## config.mk

```make
export PLATFORM = sky130hd
export DESIGN_NAME = pix_capture
export DESIGN_NICKNAME = d
export VERILOG_FILES = /design/src/rtl/pix_in_pkg.sv /design/src/rtl/pix_fifo.sv /design/src/rtl/pix_sync.sv /design/src/rtl/pix_capture.sv
export VERILOG_INCLUDE_DIRS = /design/src /design/src/rtl
export SDC_FILE = /design/constraint.sdc
export NUM_CORES = 1
export LEC_CHECK = 0
export BUFFER_PORTS_ARGS = -buffer_cell sky130_fd_sc_hd__buf_2
export CAP_MARGIN = 10
export CORE_ASPECT_RATIO = 1.2
export CORE_UTILIZATION = 45
export CTS_CLUSTER_DIAMETER = 30
export DETAILED_ROUTE_END_ITERATION = 7
export SLEW_MARGIN = 10
export SYNTH_ARGS = -nofsm -noshare
export SYNTH_HDL_FRONTEND = slang
export SYNTH_HIERARCHICAL = 1
export SYNTH_SLANG_ARGS = --single-unit
export TNS_END_PERCENT = 20
```

## constraint.sdc

```tcl
create_clock -name mclk -period 11.55 [get_ports mclk]
set_input_delay 2.31 -clock mclk [delete_from_list [all_inputs] [get_ports mclk]]
set_output_delay 2.31 -clock mclk [all_outputs]
set_load 0.005 [all_outputs]
```

## src/rtl/pix_in_cfg.svh

```systemverilog
// Constants for the pixel input capture block: widths, field positions, reset values.
// Assumes inclusion by bare name from any design file; definitions only.
`ifndef PIX_IN_CFG_SVH
`define PIX_IN_CFG_SVH
`define PIX_W          24
`define HALF_W         12
`define UPPER_LSB      12
`define SNAP_MSB       23
`define SNAP_LSB       16
`define SNAP_W         8
`define SNAP_RESET     8'h00
`define AUX_W          3
`define DESKEW_W       3
`define FIFO_DEPTH     16
// Word in the FIFO: flag, frame sync, line sync, aux bits, pixel
`define WORD_W         30
`endif

```

## src/rtl/pix_in_pkg.sv

```systemverilog
// Types shared by the pixel input capture block.
// Assumes pix_in_cfg.svh is on the include path.
`include "pix_in_cfg.svh"
package pix_in_pkg;
   // Capture phase within one link clock period
   typedef enum logic [1:0] {
      ph_idle  = 2'b00,
      ph_first = 2'b01,
      ph_second = 2'b11
   } phase_e;

   // One encoder word: pixel or control, per the flag
   typedef struct packed {
      logic                   video;   // Pixel cycle when high
      logic                   fsync;   // Frame sync
      logic                   lsync;   // Line sync
      logic [`AUX_W-1:0]      aux;     // Aux control bits
      logic [`PIX_W-1:0]      pixel;   // Assembled pixel
   } enc_word_s;
endpackage : pix_in_pkg

```

## src/rtl/pix_fifo.sv

```systemverilog
// Small synchronous FIFO with valid/ready on both sides.
// Assumes one clock and asynchronous active-high reset; read data registered.
`timescale 1ns/1ps
module pix_fifo #(
   parameter int WIDTH = 30,
   parameter int DEPTH = 16
) (
   // Clock and reset
   input  wire logic             mclk,
   input  wire logic             reset,
   // Fill side
   input  wire logic             in_valid,
   output logic                  in_ready,
   input  wire logic [WIDTH-1:0] in_data,
   // Drain side
   output logic                  out_valid,
   input  wire logic             out_ready,
   output logic [WIDTH-1:0]      out_data
);
   localparam int AW = $clog2(DEPTH);

   typedef struct packed {
      logic [AW-1:0] wr;      // Write pointer
      logic [AW-1:0] rd;      // Read pointer
      logic [AW:0]   cnt;     // Stored words
      logic          ov;      // Output register holds a word
      logic [WIDTH-1:0] od;   // Output register
   } st_s;

   st_s              st_q, st_d;        // State
   logic [WIDTH-1:0] mem [DEPTH];       // Storage, no reset needed
   logic             push, pop, load;   // Handshake terms

   // Handshakes: output register refills when empty or being taken
   assign in_ready  = (st_q.cnt != (AW+1)'(DEPTH));
   assign push      = in_valid & in_ready;
   assign load      = (st_q.cnt != '0) & (~st_q.ov | out_ready);
   assign pop       = load;
   assign out_valid = st_q.ov;
   assign out_data  = st_q.od;

   // Next state
   always_comb begin
      st_d = st_q;
      if (push) begin
         st_d.wr = st_q.wr + AW'(1);
      end
      if (pop) begin
         st_d.rd = st_q.rd + AW'(1);
         st_d.od = mem[st_q.rd];
         st_d.ov = 1'b1;
      end else if (out_ready) begin
         // Taken with nothing behind it
         st_d.ov = 1'b0;
      end
      st_d.cnt = st_q.cnt + (AW+1)'(push) - (AW+1)'(pop);
   end

   // Storage write, kept out of the reset struct
   always_ff @(posedge mclk) begin
      if (push) begin
         mem[st_q.wr] <= in_data;
      end
   end

   // State register
   always_ff @(posedge mclk or posedge reset) begin
      if (reset) begin
         st_q <= '0;
      end else begin
         st_q <= st_d;
      end
   end
endmodule : pix_fifo

```

## src/rtl/pix_sync.sv

```systemverilog
// Two-flop synchroniser for a bundle of pin levels.
// Assumes the inputs are asynchronous to mclk; only the second stage reads the first stage.
`timescale 1ns/1ps
module pix_sync #(
   parameter int WIDTH = 1
) (
   // Clock and reset
   input  wire logic             mclk,
   input  wire logic             reset,
   // Levels
   input  wire logic [WIDTH-1:0] async_in,
   output logic [WIDTH-1:0]      sync_out
);
   typedef struct packed {
      logic [WIDTH-1:0] s1;   // First stage, read only by s2
      logic [WIDTH-1:0] s2;   // Second stage
   } st_s;

   st_s st_q, st_d;

   // Shift the chain
   always_comb begin
      st_d    = st_q;
      st_d.s1 = async_in;
      st_d.s2 = st_q.s1;
   end

   // Registers
   always_ff @(posedge mclk or posedge reset) begin
      if (reset) begin
         st_q <= '0;
      end else begin
         st_q <= st_d;
      end
   end

   assign sync_out = st_q.s2;
endmodule : pix_sync

```

## src/rtl/pix_capture.sv

```systemverilog
// Pixel input front end: samples the pixel bus on link clock edges, builds
// encoder words, buffers them in a FIFO. Assumes link pins are asynchronous
// to mclk, which runs well above twice the link clock rate.
//
// What this block does
// - Width select high: upper lines are pixel top
// - Same mode: lower lines are bottom, one edge
// - Width select low: half pixel each edge
// - Narrow mode ignores upper lines for pixels
// - Narrow mode copies lines 23:16 to snapshot
// - Flag picks pixel or control every cycle
// - Flag high: pass 24-bit pixel on
// - Flag low: send syncs and aux bits
// - Differential mode latches at clock crossover
// - Host port low: pins become deskew inputs
`timescale 1ns/1ps
`include "pix_in_cfg.svh"
module pix_capture #(
   parameter int DEPTH = `FIFO_DEPTH
) (
   // Clock and reset
   input  wire logic                   mclk,
   input  wire logic                   reset,
   // Link clock pins
   input  wire logic                   pixel_clock_in_p,
   input  wire logic                   pixel_clock_in_n,
   input  wire logic                   diff_clock_mode,
   // Pixel bus pins
   input  wire logic [`PIX_W-1:0]      pixel_data,
   input  wire logic                   active_video_flag,
   input  wire logic                   line_sync,
   input  wire logic                   frame_sync,
   input  wire logic [`AUX_W-1:0]      aux_control_bits,
   // Configuration pins
   input  wire logic                   bus_width_select,
   input  wire logic                   host_port_select,
   input  wire logic [`DESKEW_W-1:0]   deskew_pins,
   // Encoder side
   output logic                        enc_valid,
   input  wire logic                   enc_ready,
   output logic                        enc_video,
   output logic [`PIX_W-1:0]           enc_pixel,
   output logic                        enc_line_sync,
   output logic                        enc_frame_sync,
   output logic [`AUX_W-1:0]           enc_aux,
   // Status
   output logic [`SNAP_W-1:0]          user_config_snapshot,
   output logic [`DESKEW_W-1:0]        deskew_setting,
   output logic                        overflow
);
   // Synchronised bundle: data, flag, two syncs, aux, five single pins, deskew
   localparam int SW = `PIX_W + `AUX_W + `DESKEW_W + 8;

   typedef struct packed {
      pix_in_pkg::phase_e        phase;    // Half-pixel progress
      logic                      clk_q;    // Last sampled link clock
      logic [`HALF_W-1:0]        low_half; // First-edge half in narrow mode
      logic [`SNAP_W-1:0]        snap;     // User config snapshot
      logic [`DESKEW_W-1:0]      deskew;   // Deskew setting
      logic                      word_v;   // Word ready for the FIFO
      pix_in_pkg::enc_word_s     word;     // Pending encoder word
      logic                      ovf;      // Sticky FIFO overflow
   } st_s;

   st_s                    st_q, st_d;
   logic [SW-1:0]          sync_bus;        // Synchronised pins
   logic [`PIX_W-1:0]      s_data;
   logic                   s_flag, s_lsync, s_fsync, s_clkp, s_clkn, s_diff;
   logic                   s_wide, s_host;
   logic [`AUX_W-1:0]      s_aux;
   logic [`DESKEW_W-1:0]   s_dk;
   logic                   link_clk;        // Recovered clock level
   logic                   rise, fall;      // Link clock edges
   logic                   fifo_ready;
   pix_in_pkg::enc_word_s  fifo_out;

   // Builds one encoder word; flag chooses pixel or control content
   function automatic pix_in_pkg::enc_word_s make_word(
      input logic              flag,
      input logic [`PIX_W-1:0] pix,
      input logic              ls,
      input logic              fs,
      input logic [`AUX_W-1:0] aux
   );
      pix_in_pkg::enc_word_s w;
      w       = '0;
      w.video = flag;
      if (flag) begin
         w.pixel = pix;
      end else begin
         w.lsync = ls;
         w.fsync = fs;
         w.aux   = aux;
      end
      return w;
   endfunction : make_word

   // All link pins pass two flops before any logic
   pix_sync #(
      .WIDTH (SW)
   ) u_sync (
      .mclk     (mclk),
      .reset    (reset),
      .async_in ({pixel_data, active_video_flag, line_sync, frame_sync,
                  aux_control_bits, pixel_clock_in_p, pixel_clock_in_n,
                  diff_clock_mode, bus_width_select, host_port_select,
                  deskew_pins}),
      .sync_out (sync_bus)
   );

   assign {s_data, s_flag, s_lsync, s_fsync, s_aux, s_clkp, s_clkn,
           s_diff, s_wide, s_host, s_dk} = sync_bus;

   // crossover as latch reference
   // In differential mode the clock is high where p is above n; the negative
   // leg is held at ground in single-ended use, so only p matters there.
   // single-ended uses positive leg
   assign link_clk = s_diff ? (s_clkp & ~s_clkn) : s_clkp;
   assign rise     = link_clk & ~st_q.clk_q;
   assign fall     = ~link_clk & st_q.clk_q;

   // Capture and assembly
   always_comb begin
      st_d        = st_q;
      st_d.clk_q  = link_clk;
      // A word not taken this cycle is dropped and flagged, since the pixel
      // bus cannot be stalled; the FIFO absorbs encoder hiccups.
      if (st_q.word_v & fifo_ready) begin
         st_d.word_v = 1'b0;
      end else if (st_q.word_v) begin
         st_d.word_v = 1'b0;
         st_d.ovf    = 1'b1;
      end
      // deskew pins when host port low
      if (!s_host) begin
         st_d.deskew = s_dk;
      end
      if (s_wide) begin
         // Wide mode: whole pixel on the rising edge
         st_d.phase = pix_in_pkg::ph_idle;
         if (rise) begin
            st_d.word   = make_word(s_flag, {s_data[`PIX_W-1:`UPPER_LSB],
                                             s_data[`HALF_W-1:0]},
                                    s_lsync, s_fsync, s_aux);
            st_d.word_v = 1'b1;
         end
      end else begin
         st_d.snap = s_data[`SNAP_MSB:`SNAP_LSB];
         unique case (st_q.phase)
            pix_in_pkg::ph_idle,
            pix_in_pkg::ph_second: begin
               if (rise) begin
                  st_d.low_half = s_data[`HALF_W-1:0];
                  st_d.phase    = pix_in_pkg::ph_first;
               end
            end
            pix_in_pkg::ph_first: begin
               if (fall) begin
                  st_d.word   = make_word(s_flag, {s_data[`HALF_W-1:0],
                                                   st_q.low_half},
                                          s_lsync, s_fsync, s_aux);
                  st_d.word_v = 1'b1;
                  st_d.phase  = pix_in_pkg::ph_second;
               end
            end
            default: begin
               st_d.phase = pix_in_pkg::ph_idle;
            end
         endcase
      end
   end

   // State register
   always_ff @(posedge mclk or posedge reset) begin
      if (reset) begin
         st_q      <= '0;
         st_q.snap <= `SNAP_RESET;
      end else begin
         st_q <= st_d;
      end
   end

   // Word buffer toward the encoder
   pix_fifo #(
      .WIDTH (`WORD_W),
      .DEPTH (DEPTH)
   ) u_fifo (
      .mclk      (mclk),
      .reset     (reset),
      .in_valid  (st_q.word_v),
      .in_ready  (fifo_ready),
      .in_data   (st_q.word),
      .out_valid (enc_valid),
      .out_ready (enc_ready),
      .out_data  (fifo_out)
   );

   // Outputs
   assign enc_video            = fifo_out.video;
   assign enc_pixel            = fifo_out.pixel;
   assign enc_line_sync        = fifo_out.lsync;
   assign enc_frame_sync       = fifo_out.fsync;
   assign enc_aux              = fifo_out.aux;
   assign user_config_snapshot = st_q.snap;
   assign deskew_setting       = st_q.deskew;
   assign overflow             = st_q.ovf;
endmodule : pix_capture

```

==> results of run 1 <==
[registers in the layout, indices dropped and copies added (netlist names)]
signal and count:
st_q 46, u_sync/sync_out 38, u_fifo/st_q 13, deskew_setting 3, u_fifo/out_data 30, user_config_snapshot 8
overflow 1, u_sync/st_d 38, u_fifo/mem 480, u_fifo/out_valid 1
[area by class of cell]
cell class              instances  area share [%]
clock buffers                 140            10.4
diodes                          2          0.0169
repair buffers                108            2.08
multi-input cells             390            17.0
flip-flops and latches        658            63.7
well taps                     712            3.00
clock inverters                74            3.22
inverters                      49           0.624
[cells in the mapped netlist (all sizes together) (8+ instances only)]
cell,instances,area (um^2)
clkbuf,21,81.3
and2,11,68.8
nor2,36,135
edfxtp,480,14400
nand2b,8,50.1
mux2i,32,333
inv,49,184
a221oi,30,325
buf,84,714
nand2,11,41.3
mux2,25,282
ha,13,163
dfrtp,178,4450
o21ai,9,45.0
mux4,120,2760
a222oi,24,240
o22ai,30,188
[per-stage QoR]
| step | hold slack, ns | util (%) | std cells | instance area, um^2 |
|---|---|---|---|---|
| CTS | 0.344 | 54.8 | 2131 | 29600 |
| finish | 0.341 | 54.8 | 2133 | 29700 |
| floorplan | 0.331 | - | 1202 | 24800 |
| global route | 0.349 | 54.8 | 2131 | 29600 |
| detailed placement | 0.335 | 47.3 | 1917 | 25600 |
| global placement | 0.332 | 47.3 | 1917 | 25600 |
[kinds of logic after synthesis]
| kind of cell | Yosys count | share of synthesized area [%] |
|---|---|---|
| AO/OA/AOI/OAI | 102 | 3.45 |
| XOR/XNOR | 10 | 0.353 |
| adder cells (fa/ha/maj) | 14 | 0.736 |
| buffers and inverters | 154 | 3.95 |
| flip-flops | 658 | 76.0 |
| multiplexers | 177 | 13.6 |
| AND/OR/NAND/NOR | 87 | 1.89 |
[critical path: stages]
cell                       delay, ns
sky130_fd_sc_hd__buf_2          0.09
sky130_fd_sc_hd__inv_1          0.06
sky130_fd_sc_hd__a21oi_4        0.62
sky130_fd_sc_hd__buf_4          0.63
sky130_fd_sc_hd__and2_1         0.95
sky130_fd_sc_hd__a221oi_1       0.20
[power by group]
group          switching (mW)  internal (mW)  leakage (nW)  total [mW]
Sequential              0.282           2.82          6.50        3.10
Clock                    1.16           2.27          1.94        3.44
Combinational           0.648          0.660          2.38        1.31
Total                    2.09           5.75          10.8        7.85
[final timing paths]
path / to / slack, ns
min: u_sync/sync_out[31] / 0.34
max reg2reg: u_fifo/out_data[15] / 8.15
min reg2reg: u_sync/sync_out[31] / 0.34
max: u_fifo/out_data[15] / 7.10
max in group asynchronous: st_q[28] / 8.93
min in group asynchronous: st_q[31] / 1.73
[routing by layer]
metal / up-vias / GRT usage [%]
met2: 354 / 33.2
met3: 87 / 3.23
met4: 0 / 7.69
li1: 5062 / -
met5: - / 0
met1: 6285 / 24.7
==> summary by stage, run 1 <==
Outcome
The run finished with clean final reports.

CTS
CTS saw 658 sinks. The tree is rooted in a sky130_fd_sc_hd__clkbuf_16. After clock tree synthesis, the setup repair step added 0 buffers.

Clock-pin slew was measured on the worst setup and hold paths at approximately 0.050 ns. The H-tree was split into 3 levels. The clock latency reported for the late side of the worst-skew pair is approximately 0.64 ns.

In this run, post-CTS hold repair placed 0 buffers. In this run, post-CTS repair resized a total of 0 instances. The number of buffers added by the clock tree synthesis step is approximately 110. The clock tree from TritonCTS is built. The maximum buffer depth of the clock tree is 3.

Floorplanning
The vertical extent of the die is 259 um. The I/O pin total is 84. The floorplan has just over 90 rows. The die is roughly 220 um wide.

The die covers 56100 um^2. The core area is between 50000 and 60000 um^2. The initial utilization of the core area, before any placement, comes to a little under half.

Placed design
The port buffer count is 83. The worst setup timing slack at the placement stage is 6.46 ns. Routability-driven placement finished with a final weighted congestion of roughly 0.74. The final HPWL from detailed placement is 28.1 mm.

Pwr
Power comes to 7.85 mW. For this design the static power due to leakage is about 11 nW. The maximum ir drop on the vdd rail is between 0.00015 and 0.0002 V. The power density of the placed cells is 265 nW/um^2.

Logic synthesis
The synthesized area per cell is 20.6 um^2. Yosys printed 6 warnings. Synthesis produced a netlist with a net count of about 1300. The count of state elements after synthesis is 658. The count of flip-flops with a built-in enable after synthesis is 480. The summed instance area of the synthesized netlist is between 20000 and 25000 um^2. Among all flip-flop cells after synthesis, the most frequent one is sky130_fd_sc_hd__edfxtp_1. The number of library cell types mapped by synthesis is 43. The gate count of the mapped netlist is approximately 1200. The register area share after synthesis is 76.0%. The proportion of register bits with asynchronous set or reset after synthesis is a little over a quarter.

Routing
Before antenna repair, the detailed router went through 5 iterations. The mean routed wirelength per cell is around 25 um. The routed design has around 53 mm of wire. The initial DRC count is roughly 830.

After detailed routing, the number of vias per cell comes to around 5.5. The overall via count from detail_route is 11800. In the routed design, unresolved DRC markers number 0.

The total met2 wirelength after detailed routing is ~27 mm. The detailed route wirelength on metal3 is between 2 and 3 mm. The detailed router used layers up to and including met4. The residual antenna-violating net count after detailed routing is 0. The routed length on met1 is between 20 and 25 mm.

Critical path
The number of cells on the worst reg-to-reg path is 7. The most critical setup path has its startpoint at enc_ready. The launch point of the worst reg-to-reg path is u_fifo/st_q[33].

The type of origin of the critical path is a primary input. The worst setup path is captured at a flop. The worst setup path is of the in2reg kind. STA puts the critical path data arrival time at around 4.9 ns.

Of all nets on the critical path, the largest fanout is between 40 and 50. The required time at the endpoint of the critical path is roughly 12 ns.

Timing
The transition time of the tightest slew-check pin is between 1 and 1.5 ns. The worst path uses 38.6% of the clock period. The total count of hold-check failures in the final report is 0. The number of slew-limit violations in the final report was 0. Setup repair after global routing left no endpoint under its margin. The number of failing setup endpoints in the final timing report is 0. The final clock skew is between 0.02 and 0.025 ns. In this run the tightest slew margin relative to its limit is 23.9%. Setup total negative slack on the finished layout was measured at 0 ns. Static timing analysis puts the maximum clock frequency at about 220 MHz. After layout, the minimum clock period comes to around 4.5 ns. The worst setup slack after layout is a little over 7 ns.

Min path
The worst hold path begins at u_sync/st_d[31]. The worst hold path passes through 0 cells. The path class of the lowest-slack min-delay path is reg2reg.

Global routing
The via count of the first global-routing pass is roughly 13000. The largest net degree at the start of global routing is 94. The initial antenna violation count is 1. The overall overflow remaining after global route is 0. In the global route stage, overall resource usage came out at a little under 20%. The global-route wire length before repair is approximately 79 mm.

Final layout
The area growth from synthesis to layout is 19.5%. The filler cells instantiated in the layout total approximately 4000. The final net count is ~1400. The combined area of the multi-input logic cells is 5040 um^2. Cells with a size suffix above 1 make up approximately 34% of the layout.

In the layout the commonest cells are sky130_fd_sc_hd__edfxtp_1 (480), sky130_fd_sc_hd__dfrtp_1 (175), sky130_fd_sc_hd__clkbuf_16 (117), sky130_fd_sc_hd__mux4_2 (106), sky130_fd_sc_hd__buf_2 (83). The commonest non-fill, non-tap cell in the layout is sky130_fd_sc_hd__edfxtp_1. The footprint of the flip-flops and latches is approximately 19000 um^2.

Flow run
Across the run, the number of max-cap violations was 0.
Power figures use the tool's default switching activity.
==> inputs of run 2 (changes only) <==
==> constraint.sdc (replaced) <==
create_clock -name mclk -period 3.9 [get_ports mclk]
set_input_delay 0.78 -clock mclk [delete_from_list [all_inputs] [get_ports mclk]]
set_output_delay 0.78 -clock mclk [all_outputs]
set_load 0.005 [all_outputs]
==> summary by stage, run 2 (same netlist as run 1, synthesis figures left out) <==
Floorplanning
The overall die area is 56100 um^2 (unchanged). The I/O pin total is 84 (unchanged). The vertical extent of the die is 259 um (unchanged). The core area came to 54100 um^2 (unchanged). The row count is 93 (unchanged). The die boundary width was 216 um (unchanged). The starting utilization of the core area came to 45.9% (unchanged).

Timing
Dividing the final minimum period by the clock period gives between 70 and 80%. Static timing analysis puts the maximum clock frequency at 345 MHz. The final sum of negative setup slack was 0 ns (unchanged). The total count of hold-check failures in the final report is 0 (unchanged).

Setup repair after global routing left no endpoint under its margin. The number of failing setup endpoints in the final timing report is 0 (unchanged). The worst setup slack after layout is 1.00 ns (-6.09 ns). The final clock skew is 0.0210 ns (-0.00129 ns). The normalized max-slew margin is 29.6% (+5.7 points). The smallest clock period supported by the final layout is computed as 2.90 ns. The transition time of the tightest slew-check pin is 1.03 ns (-0.108 ns).

The number of slew-limit violations in the final report came to 0 (unchanged).

Placed design
The port buffer count is 83 (unchanged). The post-placement cell count is 1921 (+0.21%). The worst setup timing slack at the placement stage is 0.995 ns (-5.46 ns). The final HPWL from detailed placement is 29.9 mm (+6.6%). The final weighted congestion in routability-driven placement was 0.740 (-0.51%).

Critical path
The category of the critical setup timing path is reg2reg. The endpoint kind of the worst setup timing path is a flop. The number of cells on the worst reg-to-reg path is 7 (unchanged).

The data arrival time of the critical path is 3.15 ns (-1.75 ns). The maximum fanout along the worst path is 30 (-35%). The required time at the endpoint of the critical path is 4.16 ns (-7.84 ns). The type of origin of the critical path is a flop.

Final layout
The largest registers in the layout are u_fifo/mem (480), st_q (46). The area added between synthesis and finish is 19.4% (about the same). The final core utilization is 54.8% (about the same). In the layout the commonest cells are sky130_fd_sc_hd__edfxtp_1 (480), sky130_fd_sc_hd__dfrtp_1 (175), sky130_fd_sc_hd__clkbuf_16 (119), sky130_fd_sc_hd__mux4_2 (106), sky130_fd_sc_hd__buf_2 (83). The final non-filler cell total is 2137 (+0.19%). u_fifo/mem holds more flip-flops than any other register.

The commonest non-fill, non-tap cell in the layout is sky130_fd_sc_hd__edfxtp_1. The fraction of layout instances using a drive strength above 1 is 34.2% (+0.58 points). The number of flip-flops under the largest register name is 480 (unchanged). The final net count came to 1379 (+0.36%).

CTS
The maximum buffer depth of the clock tree came to 3 (unchanged). The number of buffers added by the clock tree synthesis step is 113 (+0.89%). The clock tree from TritonCTS is built. The clock latency reported for the late side of the worst-skew pair is 0.65 ns (about the same). The post-cts repair resize count is 0 (unchanged). The post-CTS setup-driven buffer insertion count is 0 (unchanged).

The number of H-tree levels is 3 (unchanged). The count of clock tree sinks was 658 (unchanged). The cell chosen for the clock root is sky130_fd_sc_hd__clkbuf_16.

The CTS clock-pin slew for the worst setup and hold paths is 0.05 ns (about the same). The number of hold buffers added after CTS is 0 (unchanged).

Global routing
The overall overflow remaining after global route is 0 (unchanged). The initial antenna violation count came to 1 (unchanged). The global routing usage summed across all routing layers is 19.1% (-0.26 points). The largest net degree at the start of global routing is 60 (-36%).

The via count of the first global-routing pass is 12800 (+1.3%). The global-route wire length before repair is 79.1 mm (about the same).

Pwr
The net switching power of the design came to 6.26 mW (+200%). The maximum ir drop on the vdd rail is 0.000426 V (+170%). The fraction of power spent switching nets is 27.1% (+0.39 points). The internal power is 16.9 mW (+190%). The reported leakage power is 10.8 nW (about the same). The sequential cell fraction of total power is 39.6% (about the same). The power density of the placed cells is 781 nW/um^2 (+190%).

The proportion of power drawn by combinational gates is 17.2% (+0.5 points). The clock group share of total power is 43.2% (-0.6 points).

Routing
The detail-routed via count per cell was 5.50 (-0.57%). The residual antenna-violating net count after detailed routing is 0 (unchanged). The mean routed wirelength per cell is 24.0 um (-2.4%). The number of iterations in the first detailed-routing pass is 5 (unchanged). The detailed-route DRC error count was 0 (unchanged). The overall via count from detail_route is 11700 (-0.38%). The aggregate routed wire length is 51.4 mm (-2.2%). The initial DRC count is 938 (+13%).

Flow run
The count of max-cap constraint violations is 0 (unchanged).

Min path
In this run the worst hold path is classified as in2async.

Outcome
The run finished with clean final reports.
## run 2: routing by layer
metal | GRT usage (%) | up-vias | routed length (um)
met5 | 0 | - | 0
met3 | 3.47 | 64 | 2670
met1 | 24.8 | 6244 | 21300
met4 | 7.41 | 0 | 1230
met2 | 32.1 | 359 | 26200
li1 | - | 5076 | -
## run 2: per-stage QoR
| step | total power, mW | hold WS, ns | cell area [um^2] |
|---|---|---|---|
| 2_1_floorplan | 12.3 | 0.331 | 24800 |
| 3_3_place_gp | 13.3 | 0.331 | 25700 |
| 3_5_place_dp | 13.4 | 0.335 | 25700 |
| 4_1_cts | 23.4 | 0.188 | 29600 |
| 5_1_grt | 24.1 | 0.203 | 29600 |
| 6_report | 23.1 | 0.200 | 29600 |
## run 2: critical path, cell delays in order (launching register included)
cell and delay, ns:
sky130_fd_sc_hd__dfrtp_1 0.35, sky130_fd_sc_hd__inv_1 0.07, sky130_fd_sc_hd__ha_1 0.21, sky130_fd_sc_hd__nand4bb_1 0.14
sky130_fd_sc_hd__and2_1 0.28, sky130_fd_sc_hd__inv_1 0.22, sky130_fd_sc_hd__nor3b_1 0.39, sky130_fd_sc_hd__and2_2 0.83
## run 2: power groups by stage
stage	registers (mW)	clock network (mW)	logic, mW
global placement	9.28	0	3.99
CTS	9.19	10.2	4.06
global route	9.27	10.5	4.31
detailed placement	9.31	0	4.05
floorplan	8.79	0	3.54
finish	9.17	9.99	3.98
## run 2: final cells by class
| class | count | area [um^2] |
|---|---|---|
| antenna | 1 | 2.50 |
| clock buffer | 130 | 3060 |
| clock inverter | 85 | 922 |
| fill | 4079 | 24500 |
| inverter | 49 | 185 |
| multi-input combinational | 390 | 5040 |
| sequential | 658 | 18900 |
| tap | 712 | 891 |
| timing repair buffer | 112 | 658 |
## run 2: worst paths after layout
check,start,end,slack [ns]
max,u_fifo/st_q[33],u_fifo/mem[9][2],1.00
min,reset,st_q[23],0.20
max reg2reg,u_fifo/st_q[33],u_fifo/mem[9][2],1.00
min reg2reg,u_sync/st_d[31],u_sync/sync_out[31],0.34
max in group asynchronous,reset,u_sync/sync_out[10],2.71
min in group mclk,pixel_data[9],u_sync/st_d[23],0.23
